--- config.mk ---
export PLATFORM = sky130hd
export DESIGN_NAME = spg_top
export DESIGN_NICKNAME = d
export VERILOG_FILES = /design/src/spg_pkg.sv /design/src/spg_bod_if.sv /design/src/spg_bod_seq.sv /design/src/spg_top.sv
export SDC_FILE = /design/constraint.sdc
export NUM_CORES = 1
export LEC_CHECK = 0
export BUFFER_PORTS_ARGS = -buffer_cell sky130_fd_sc_hd__buf_2
export CORE_MARGIN = 2
export CORE_UTILIZATION = 35
export CTS_CLUSTER_DIAMETER = 80
export DETAILED_ROUTE_END_ITERATION = 8
export PLACE_DENSITY = 0.65
export SLEW_MARGIN = 40
export SYNTH_ARGS = -nofsm -noshare
export SYNTH_HDL_FRONTEND = slang
export SYNTH_SLANG_ARGS = --single-unit
--- constraint.sdc ---
create_clock -name MCLK -period 2.8 [get_ports MCLK]
set_input_delay 0.56 -clock MCLK [delete_from_list [all_inputs] [get_ports MCLK]]
set_output_delay 0.56 -clock MCLK [all_outputs]
set_load 0.01 [all_outputs]
--- src/spg_pkg.sv ---
package spg_pkg;
    // apb byte addresses
    localparam logic [7:0] ADDR_POWER_CONTROL = 8'h00;
    localparam logic [7:0] ADDR_POWER_GATE = 8'h04;
    localparam logic [7:0] ADDR_SYS_CONFIG = 8'h08;
    localparam logic [7:0] ADDR_STATUS = 8'h0c;
    // mcu_power_control fields
    localparam int BIT_BROWNOUT_OFF = 7;
    localparam int BIT_PULLUP_OFF = 6;
    localparam int BIT_SLEEP_PERMIT = 5;
    localparam int BIT_KIND_HIGH = 4;
    localparam int BIT_KIND_LOW = 3;
    localparam int BIT_BROWNOUT_UNLOCK = 2;
    localparam int BIT_SENSE_HIGH = 1;
    localparam int BIT_SENSE_LOW = 0;
    // peripheral_power_gate fields
    localparam int BIT_GATE_WIDE_TIMER = 3;
    localparam int BIT_GATE_NARROW_TIMER = 2;
    localparam int BIT_GATE_SERIAL = 1;
    localparam int BIT_GATE_CONVERTER = 0;
    localparam logic [7:0] GATE_WRITE_MASK = 8'h0f;
    // sys_config fields
    localparam int BIT_CFG_BROWNOUT_FUSE = 0;
    localparam int BIT_CFG_CMP_ENABLE = 1;
    localparam int BIT_CFG_CMP_REF = 2;
    localparam int BIT_CFG_CMP_MUX = 3;
    localparam int BIT_CFG_CONV_ENABLE = 4;
    localparam int BIT_CFG_WATCHDOG = 5;
    localparam int BIT_CFG_XTAL = 6;
    // reset values
    localparam logic [7:0] RST_POWER_CONTROL = 8'h00;
    localparam logic [7:0] RST_POWER_GATE = 8'h00;
    localparam logic [7:0] RST_SYS_CONFIG = 8'h00;
    // timing in clock cycles
    localparam int UNLOCK_WINDOW_CYC = 4;
    localparam int BROWNOUT_ACTIVE_CYC = 3;
    localparam int WAKE_HALT_CYC = 4;
    localparam logic [15:0] STARTUP_CYC_DEFAULT = 16'h0010;
    typedef enum logic [1:0] {
        SPG_IDLE_MODE,
        SPG_NOISE_REDUCTION,
        SPG_POWER_DOWN,
        SPG_STANDBY
    } spg_kind_t;
    typedef enum {
        SPG_RUN,
        SPG_ASLEEP,
        SPG_STARTUP,
        SPG_HALT
    } spg_state_t;
endpackage : spg_pkg

--- src/spg_bod_if.sv ---
`timescale 1ns/100ps
interface spg_bod_if;
    logic arm;
    logic set_req;
    logic active;
    logic [2:0] age;
    modport ctrl (output arm, output set_req, input active, input age);
    modport seq (input arm, input set_req, output active, output age);
endinterface : spg_bod_if

--- src/spg_bod_seq.sv ---
`timescale 1ns/100ps
module spg_bod_seq
    import spg_pkg::*;
(
    // clock and reset
    input wire logic MCLK,
    input wire logic RESETN,
    // control side
    spg_bod_if.seq bod
);
    localparam int CW = 3;
    initial begin
        if (UNLOCK_WINDOW_CYC >= (1 << CW) || BROWNOUT_ACTIVE_CYC >= (1 << CW))
            $error("spg_bod_seq: counter too narrow");
    end
    logic [CW-1:0] win_q;
    logic [CW-1:0] age_q;
    logic pend_q;
    logic active_q;

    // ******************************
    // unlock window
    // ******************************
    always_ff @(posedge MCLK or negedge RESETN) begin
        if (!RESETN) begin
            win_q <= '0;
        end else if (bod.arm) begin
            win_q <= CW'(UNLOCK_WINDOW_CYC);
        end else if (win_q != '0) begin
            win_q <= win_q - 1'b1;
        end
    end

    // ******************************
    // set delay and auto clear
    // ******************************
    always_ff @(posedge MCLK or negedge RESETN) begin
        if (!RESETN) begin
            pend_q <= 1'b0;
            active_q <= 1'b0;
            age_q <= '0;
        end else if (bod.set_req && win_q != '0 && !bod.arm) begin
            // accepted only inside the window
            pend_q <= 1'b1;
            active_q <= 1'b0;
            age_q <= '0;
        end else if (pend_q || active_q) begin
            age_q <= age_q + 1'b1;
            if (pend_q && age_q == CW'(BROWNOUT_ACTIVE_CYC - 1)) begin
                pend_q <= 1'b0;
                active_q <= 1'b1;
                age_q <= '0;
            end else if (active_q && age_q == CW'(BROWNOUT_ACTIVE_CYC - 1)) begin
                active_q <= 1'b0;
                age_q <= '0;
            end
        end
    end

    assign bod.active = active_q;
    assign bod.age = age_q;
endmodule : spg_bod_seq

--- src/spg_top.sv ---
// Register access over APB and the placing of the registers are this design's own decisions.
`timescale 1ns/100ps
// Overview of operation
// - off-in-sleep bit becomes active three cycles after its accepted set
// - detector off only if sleep executes while off-in-sleep bit is active
// - hardware clears off-in-sleep bit three cycles after it became active
// - unlock bit at position 2 permits setting the off-in-sleep bit
// - sleep instruction sleeps only when sleep permit bit 5 is one
// - bits 4:3 pick idle, noise reduction, power-down or standby
// - gate register bits 7 to 4 read zero
// - bit 3 freezes wide timer, clearing resumes where it stopped
// - bit 2 freezes narrow timer, clearing resumes from frozen state
// - bit 1 stops serial unit clock; software reinitialises afterwards
// - converter gated means comparator cannot use converter input mux
// - io and converter clocks both stopped disables input buffers except wake pins
// - comparator forced off in power-down and standby unless it is on the internal reference
// - comparator on internal reference keeps reference on in all sleep modes
// - reference powered only when detector, comparator or converter needs it
// - fuse-enabled detector stays on in sleep unless disable sequence used
// - enabled watchdog keeps running in every sleep mode
// - wake by interrupt halts four cycles after start-up, then continues
module spg_top
    import spg_pkg::*;
#(
    parameter logic [15:0] STARTUP_CYC = STARTUP_CYC_DEFAULT
) (
    // clock and reset
    input wire logic MCLK,
    input wire logic RESETN,
    // apb slave
    input wire logic PSEL,
    input wire logic PENABLE,
    input wire logic PWRITE,
    input wire logic [7:0] PADDR,
    input wire logic [31:0] PWDATA,
    output logic [31:0] PRDATA,
    output logic PREADY,
    output logic PSLVERR,
    // cpu side
    input wire logic SLEEP_INSTR,
    input wire logic WAKE_IRQ,
    input wire logic [11:0] WAKE_PIN_MASK,
    output logic CPU_CLK_EN,
    output logic IO_CLK_EN,
    output logic CONV_CLK_EN,
    output logic OSC_EN,
    // peripheral controls
    output logic WIDE_TIMER_CLK_EN,
    output logic NARROW_TIMER_CLK_EN,
    output logic SERIAL_CLK_EN,
    output logic CONV_POWER_EN,
    output logic CMP_MUX_EN,
    output logic CMP_POWER_EN,
    output logic REF_EN,
    output logic BROWNOUT_EN,
    output logic WATCHDOG_RUN,
    output logic [11:0] INPUT_BUF_EN
);
    initial begin
        if (STARTUP_CYC == 16'h0000)
            $error("spg_top: STARTUP_CYC must be at least one");
    end

    // ******************************
    // apb decode
    // ******************************
    logic [7:0] ctrl_q;
    logic [7:0] gate_q;
    logic [7:0] cfg_q;
    logic [31:0] prdata_q;
    logic pready_q;
    logic pslverr_q;
    spg_state_t state_q;
    logic [15:0] cnt_q;
    logic bod_off_q;
    spg_kind_t kind_q;
    spg_bod_if bod_bus ();

    logic acc;
    logic wr;
    logic known;
    assign acc = PSEL && PENABLE && !pready_q;
    assign wr = acc && PWRITE;
    assign known = PADDR == ADDR_POWER_CONTROL || PADDR == ADDR_POWER_GATE
        || PADDR == ADDR_SYS_CONFIG || PADDR == ADDR_STATUS;

    logic wr_ctrl;
    assign wr_ctrl = wr && PADDR == ADDR_POWER_CONTROL;
    assign bod_bus.arm = wr_ctrl && PWDATA[BIT_BROWNOUT_OFF] && PWDATA[BIT_BROWNOUT_UNLOCK];
    assign bod_bus.set_req = wr_ctrl && PWDATA[BIT_BROWNOUT_OFF]
        && !PWDATA[BIT_BROWNOUT_UNLOCK];

    spg_bod_seq u_bod (
        .MCLK(MCLK),
        .RESETN(RESETN),
        .bod(bod_bus)
    );

    // ******************************
    // registers
    // ******************************
    always_ff @(posedge MCLK or negedge RESETN) begin
        if (!RESETN) begin
            ctrl_q <= RST_POWER_CONTROL;
        end else if (wr_ctrl) begin
            // off-in-sleep bit lives in the sequencer, not here
            ctrl_q <= PWDATA[7:0] & ~(8'h01 << BIT_BROWNOUT_OFF);
        end
    end

    always_ff @(posedge MCLK or negedge RESETN) begin
        if (!RESETN) begin
            gate_q <= RST_POWER_GATE;
        end else if (wr && PADDR == ADDR_POWER_GATE) begin
            gate_q <= PWDATA[7:0] & GATE_WRITE_MASK;
        end
    end

    always_ff @(posedge MCLK or negedge RESETN) begin
        if (!RESETN) begin
            cfg_q <= RST_SYS_CONFIG;
        end else if (wr && PADDR == ADDR_SYS_CONFIG) begin
            cfg_q <= PWDATA[7:0];
        end
    end

    logic [7:0] ctrl_view;
    always_comb begin
        ctrl_view = ctrl_q;
        ctrl_view[BIT_BROWNOUT_OFF] = bod_bus.active;
    end

    always_ff @(posedge MCLK or negedge RESETN) begin
        if (!RESETN) begin
            prdata_q <= 32'h0000_0000;
            pready_q <= 1'b0;
            pslverr_q <= 1'b0;
        end else begin
            pready_q <= acc;
            pslverr_q <= acc && !known;
            if (acc && !PWRITE) begin
                case (PADDR)
                    ADDR_POWER_CONTROL: prdata_q <= {24'h000000, ctrl_view};
                    ADDR_POWER_GATE: prdata_q <= {24'h000000, gate_q};
                    ADDR_SYS_CONFIG: prdata_q <= {24'h000000, cfg_q};
                    ADDR_STATUS: prdata_q <= {24'h000000, 3'h0, bod_off_q,
                        state_q == SPG_ASLEEP, state_q != SPG_RUN, kind_q};
                    default: prdata_q <= 32'h0000_0000;
                endcase
            end else begin
                prdata_q <= 32'h0000_0000;
            end
        end
    end

    // ******************************
    // sleep sequencer
    // ******************************
    spg_kind_t sel_kind;
    assign sel_kind = spg_kind_t'({ctrl_q[BIT_KIND_HIGH], ctrl_q[BIT_KIND_LOW]});

    always_ff @(posedge MCLK or negedge RESETN) begin
        if (!RESETN) begin
            state_q <= SPG_RUN;
            cnt_q <= 16'h0000;
            kind_q <= SPG_IDLE_MODE;
            bod_off_q <= 1'b0;
        end else begin
            case (state_q)
                SPG_RUN: begin
                    if (SLEEP_INSTR && ctrl_q[BIT_SLEEP_PERMIT]) begin
                        state_q <= SPG_ASLEEP;
                        kind_q <= sel_kind;
                        // only deep modes honour the off bit
                        bod_off_q <= bod_bus.active
                            && (sel_kind == SPG_POWER_DOWN || sel_kind == SPG_STANDBY);
                    end
                end
                SPG_ASLEEP: begin
                    if (WAKE_IRQ) begin
                        state_q <= SPG_STARTUP;
                        cnt_q <= STARTUP_CYC;
                        bod_off_q <= 1'b0;
                    end
                end
                SPG_STARTUP: begin
                    if (cnt_q == 16'h0001) begin
                        state_q <= SPG_HALT;
                        cnt_q <= 16'(WAKE_HALT_CYC);
                    end else begin
                        cnt_q <= cnt_q - 16'h0001;
                    end
                end
                SPG_HALT: begin
                    if (cnt_q == 16'h0001) begin
                        state_q <= SPG_RUN;
                        cnt_q <= 16'h0000;
                    end else begin
                        cnt_q <= cnt_q - 16'h0001;
                    end
                end
                default: state_q <= SPG_RUN;
            endcase
        end
    end

    // ******************************
    // clock and power outputs
    // ******************************
    logic asleep;
    logic deep;
    logic io_on;
    logic conv_on;
    logic cmp_on;
    logic conv_pwr;
    assign asleep = state_q != SPG_RUN;
    assign deep = asleep && (kind_q == SPG_POWER_DOWN || kind_q == SPG_STANDBY);
    assign io_on = !asleep || kind_q == SPG_IDLE_MODE;
    assign conv_on = !asleep || kind_q == SPG_IDLE_MODE || kind_q == SPG_NOISE_REDUCTION;
    assign conv_pwr = cfg_q[BIT_CFG_CONV_ENABLE] && !gate_q[BIT_GATE_CONVERTER];
    // reference-fed comparator is kept alive in sleep
    assign cmp_on = cfg_q[BIT_CFG_CMP_ENABLE] && (!deep || cfg_q[BIT_CFG_CMP_REF]);

    always_ff @(posedge MCLK or negedge RESETN) begin
        if (!RESETN) begin
            CPU_CLK_EN <= 1'b1;
            IO_CLK_EN <= 1'b1;
            CONV_CLK_EN <= 1'b1;
            OSC_EN <= 1'b1;
            WIDE_TIMER_CLK_EN <= 1'b1;
            NARROW_TIMER_CLK_EN <= 1'b1;
            SERIAL_CLK_EN <= 1'b1;
            CONV_POWER_EN <= 1'b0;
            CMP_MUX_EN <= 1'b0;
            CMP_POWER_EN <= 1'b0;
            REF_EN <= 1'b0;
            BROWNOUT_EN <= 1'b0;
            WATCHDOG_RUN <= 1'b0;
            INPUT_BUF_EN <= 12'hfff;
        end else begin
            CPU_CLK_EN <= !asleep;
            IO_CLK_EN <= io_on;
            CONV_CLK_EN <= conv_on;
            OSC_EN <= !asleep || kind_q != SPG_POWER_DOWN
                || (kind_q == SPG_STANDBY && cfg_q[BIT_CFG_XTAL]);
            WIDE_TIMER_CLK_EN <= io_on && !gate_q[BIT_GATE_WIDE_TIMER];
            NARROW_TIMER_CLK_EN <= io_on && !gate_q[BIT_GATE_NARROW_TIMER];
            SERIAL_CLK_EN <= io_on && !gate_q[BIT_GATE_SERIAL];
            CONV_POWER_EN <= conv_pwr;
            CMP_MUX_EN <= cfg_q[BIT_CFG_CMP_MUX] && !gate_q[BIT_GATE_CONVERTER];
            CMP_POWER_EN <= cmp_on;
            REF_EN <= (cfg_q[BIT_CFG_BROWNOUT_FUSE] && !bod_off_q)
                || (cmp_on && cfg_q[BIT_CFG_CMP_REF]) || conv_pwr;
            BROWNOUT_EN <= cfg_q[BIT_CFG_BROWNOUT_FUSE] && !bod_off_q;
            WATCHDOG_RUN <= cfg_q[BIT_CFG_WATCHDOG];
            INPUT_BUF_EN <= (io_on || conv_on) ? 12'hfff : WAKE_PIN_MASK;
        end
    end

    assign PRDATA = prdata_q;
    assign PREADY = pready_q;
    assign PSLVERR = pslverr_q;
endmodule : spg_top

# Word level (Yosys, flattened, before mapping)
# Cells that the tools add are included.
# op_classes
muxes,28
eq_ne,19
addsub,3
reduce_logical,70
# ops
op,count
$mux W32,5
$pmux W32 S4,1
$eq A32 B2 Y1 const B,3
$mux W16,3
$pmux W16 S3,1
$eq A32 B1 Y1 const B,1
$logic_not A32 Y1,1
$pmux W8 S4,1
$reduce_bool A32 Y1,1
$logic_and A1 B1 Y1,27
$mux W3,6
$eq A16 B1 Y1 const B,1
$eq A8 B4 Y1 const B,2
$sub A16 B1 Y16 const B,1
$logic_or A1 B1 Y1,14
$logic_not A1 Y1,12
$mux W12,1
$ne A2 B2 Y1 const B,5
$mux W1,9
$reduce_bool A3 Y1,3
$eq A2 B2 Y1 const B,4
$eq A8 B3 Y1 const B,1
$logic_not A8 Y1,1
$reduce_and A2 Y1,4
other kinds (9),12
# word_totals
output_inout_bits,59
word_cells,148
input_bits,59
regBits,137

# Logic depth before layout (Yosys ltp)
# logic_depth
word_depth,10
depth_mapped,7
mapped_depth_nobuf,6

# Cells and area by module
# Synthesis repeated with hierarchy kept, for this count alone.
# hier_totals
cells_unflattened,331
hier_area_um2,3917.5
# by_module_without_submodules
mod,area_each_um2,cells_per_inst,n_inst,seq_area_each_um2
spg_top,3492.1,291,1,1900.6
spg_bod_seq,425.4,40,1,200.2

# Worst setup path after synthesis
# Ideal clock, no wire load.
# synth_timing
kind,reg-to-reg
start,register cnt_q[6]
end,register cnt_q[10]
synth_period_minus_slack_ns,1.945
required_ns,2.722
arrival_ns,1.867
path_slack_ns,0.855
path_stages_with_launch,5
path_buffers,0
setup_ns,0.078
cell_sequence,dfrtp_1 or4_4 or3_4 or4_1 a21oi_1
# synth_between
elab_chain_len,3
word_cells_on_any_way,5
cone_classes,add/sub: 1; eq/ne: 1; mux: 3
# synth_lines
element,line_no,rtl
"start, declared",spg_top.sv:74,logic [15:0] cnt_q;
"start signal, assigned",spg_top.sv:189,cnt_q <= 16'(WAKE_HALT_CYC);
"start signal, assigned",spg_top.sv:191,cnt_q <= cnt_q - 16'h0001;
"start signal, assigned",spg_top.sv:199,cnt_q <= cnt_q - 16'h0001;
$sub A16 B1 Y16 / $eq A16 B1 Y1 (equally long branches),n/a,
"$mux W16, on equally long branches","spg_top.sv:195, spg_top.sv:187",
$pmux W16 S3 (*),spg_top.sv:169,case (state_q)
# Mark *: on every way between the ends. The rest lies on a longest branch, timed or not.
# A chain may end at the register's enable or synchronous reset.

# Worst setup path after layout
# layout_timing
start,register state_q[0]
end,register cnt_q[9]
# layout_between
elab_chain_len,3
word_cells_on_any_way,7
cone_classes,eq/ne: 4; mux: 1; reduce/logical: 2
# layout_lines
element,line_no,rtl
"start, declared",spg_top.sv:73,spg_state_t state_q;
"start signal, assigned",spg_top.sv:164,state_q <= SPG_RUN;
"start signal, assigned",spg_top.sv:172,state_q <= SPG_ASLEEP;
"start signal, assigned",spg_top.sv:181,state_q <= SPG_STARTUP;
$eq A32 B1 Y1 / $eq A32 B2 Y1 (equally long branches),spg_top.sv:169,
$ne A2 B2 Y1 (no line) / $reduce_bool A3 Y1 (equally long branches),n/a,
$reduce_and A2 Y1 (no line),n/a,
# Several ways; a longest one is shown, not always the timed one.

==> flow_summary.toml <==
[status]
run_status = "finished, final reports clean"

[clocking]
ctsHoldBuffers = 0
cts_resized = 0
cts_tree = "done"
clk_path_buf_depth = 2
clk_pin_slew_worst_paths_ns = 0.08
insertion_delay_ns = 0.35
cts_setup_buffers = 0
cts.sinks = 83
cts-htree-levels = 3
numCtsBuffers = 9
clock-root-buffer = "clkbuf_8"

[grt]
grt_pass1_wl_um = 12000
grt_pass1_vias = 2539
grt_max_degree = 78
grt_usage = 0.132
antenna_found_initial = 0
gr-total-overflow = 0

[setup_path]
r2r_slack_ns = 0.67
crit_required_ns = 3.08
path_buf_inv = 2
end_kind = "register"
critPathTopFamily = "simple AND/OR/NAND/NOR gates"
cpPeakStageDelay_ns = 0.48
start_kind = "register"
crit_arrival_ns = 2.41
critPathSlowestCell = "or3_1"
critPathMaxFanout = 8
worstSetupPathType = "register to register"
crit_chain = "inv_1, ha_1, buf_4, or3_1, or3_2, a21oi_1"

[synthesis]
syn_area_sq_um = 3850
yosys_register_bits = 83
synth_edf_count = 0
syn-instance-count = 334
syn_avg_cell_area_sq_um = 11.5
yosys_warnings = 0
ys_types = 45
yosys_most_used_dff = "dfrtp_1"
yosysSeqAreaShare = 0.545
synthArstFlopShare = 1.00

[cells_and_area]
syn2layout_area_growth_pct = 15.9
nets = 481
drive_gt1_frac = 0.346
instances_no_fill = 556
final_cell_mix = "buf_2, dfrtp_1, nor2_1, mux2_2, conb_1"
final_common_cell = "buf_2"
n_antenna_cell = 0

[routing]
vias = 2642
drtPass1Iterations = 4
drt-total-wl_um = 7520
post_drt_wl_per_cell_um = 13.5
vias_per_cell = 4.75
drc_errors = 0
antenna_left = 0
drt-initial-drc-count = 135

[die]
die_w_um = 109
rows = 38
fp.coreArea_sq_um = 10800
die-area_sq_um = 11900
ios = 118
start_util = 0.357
fp.dieH_um = 109

[power_and_ir_drop]
intPower_mw = 2.18
p_sw_mw = 1.22
max-vdd-ir-drop_mv = 0.327
p_leak_nw = 2.11
pwr-share-clk = 0.223
sw_frac_of_total = 0.358
power_frac_seq = 0.453
power.density_nw_per_um2 = 761
p_comb_frac = 0.324

[placement]
dpl.hpwl_um = 5380
place.gp.congestion = 0.793
portBuffers = 69
dp.cells = 540

[sta]
clock_skew_ns = 0.00766
fmax_mhz = 470
final-hold-violation-count = 0
post-route-period-util = 0.760
slew-limit-headroom = 0.548
setup_viol = 0
rsz0062_at_grt = "false"
post-route-min-period_ns = 2.13
tightest_slew_ns = 0.679
fin_tns_setup_ns = 0
drv_slew = 0

[worst_hold_path]
min_path_type = "input port to asynchronous set/reset pin"

[job]
cap_violations = 0
layout make-up:
class	instances	area [sq um]
multi-input combinational	230	1580
timing repair buffer	74	389
inverter	13	48.8
fill	1045	6330
tap	140	175
clock inverter	5	28.8
sequential	83	2100
clock buffer	11	141
cell usage after synthesis, types with 2 or more instances:
cell	count	area share
a211oi_1	2	0.0039
a21oi_1	11	0.014
and2_1	3	0.0049
buf_4	24	0.047
clkbuf_1	7	0.0068
dfrtp_1	64	0.42
dfstp_2	19	0.13
ha_1	11	0.036
inv_1	13	0.013
mux2_2	24	0.070
mux2i_1	6	0.016
mux4_2	4	0.023
nand2_1	19	0.019
nand2b_1	17	0.028
nand3_1	5	0.0065
nand3b_1	3	0.0058
nand4_1	3	0.0049
nor2_1	24	0.023
nor2b_1	10	0.016
nor3_1	4	0.0052
nor4_1	5	0.0081
o21a_1	2	0.0039
o21ai_0	11	0.014
o31ai_1	4	0.0078
o41ai_1	2	0.0045
or2_2	2	0.0032
or3_1	8	0.013
or4_1	6	0.012
or4_2	2	0.0045
xnor2_1	4	0.0091
cells by family after synthesis:
| group | count (synthesis) | synth area share |
|---|---|---|
| simple gates | 117 | 0.169 |
| flops | 83 | 0.545 |
| buf+inv | 44 | 0.0663 |
| compound gates | 40 | 0.0650 |
| mux | 34 | 0.109 |
| fa+ha+maj | 11 | 0.0357 |
| xor+xnor | 4 | 0.00909 |
| other cells | 1 | 0.000973 |
metrics by stage:
stage	hold slack [ns]	utilization	cell area, sq um	setup slack [ns]	power [mW]
floorplan	0.264	-	3940	0.855	2.37
global placement	0.386	0.398	4290	0.705	2.61
detailed placement	0.393	0.398	4300	0.681	2.66
CTS	0.243	0.414	4470	0.657	3.43
global route	0.277	0.414	4470	0.503	3.67
finish	0.223	0.414	4470	0.673	3.40
flip-flops by register name, indices dropped and copies added (netlist names), 2 cells and up:
register	count
cnt_q	16
INPUT_BUF_EN	12
PRDATA	8
cfg_q	8
ctrl_q	7
gate_q	4
u_bod.bod.age	3
u_bod.win_q	3
kind_q	2
state_q	2
path summary, 6_finish.rpt:
path | start | endpoint | depth (start not counted)
setup / recovery | state_q[0] | cnt_q[9] | 6
setup reg to reg | state_q[0] | cnt_q[9] | 6
hold / removal | RESETN | u_bod.bod.age[0] | 1
min in group MCLK | WAKE_PIN_MASK[0] | INPUT_BUF_EN[0] | 2
hold reg to reg | cfg_q[5] | WATCHDOG_RUN | 0
max in group asynchronous | RESETN | INPUT_BUF_EN[9] | 2
power by group through the flow:
stage | Combinational [mW] | Sequential [mW] | Clock, mW
6_report | 1.10 | 1.54 | 0.759
5_1_grt | 1.26 | 1.57 | 0.837
4_1_cts | 1.11 | 1.54 | 0.786
3_5_place_dp | 1.10 | 1.56 | 0
3_3_place_gp | 1.07 | 1.55 | 0
2_1_floorplan | 0.838 | 1.53 | 0
routing by layer:
layer / vias to the layer above / global-route usage / part of all wire
met5: - / 0 / 0
met4: 0 / 0.0623 / 0.013
met3: 9 / 0.0335 / 0.071
met2: 88 / 0.216 / 0.49
met1: 1275 / 0.162 / 0.43
li1: 1270 / - / -
No activity file was read; power rests on OpenSTA's default activity.
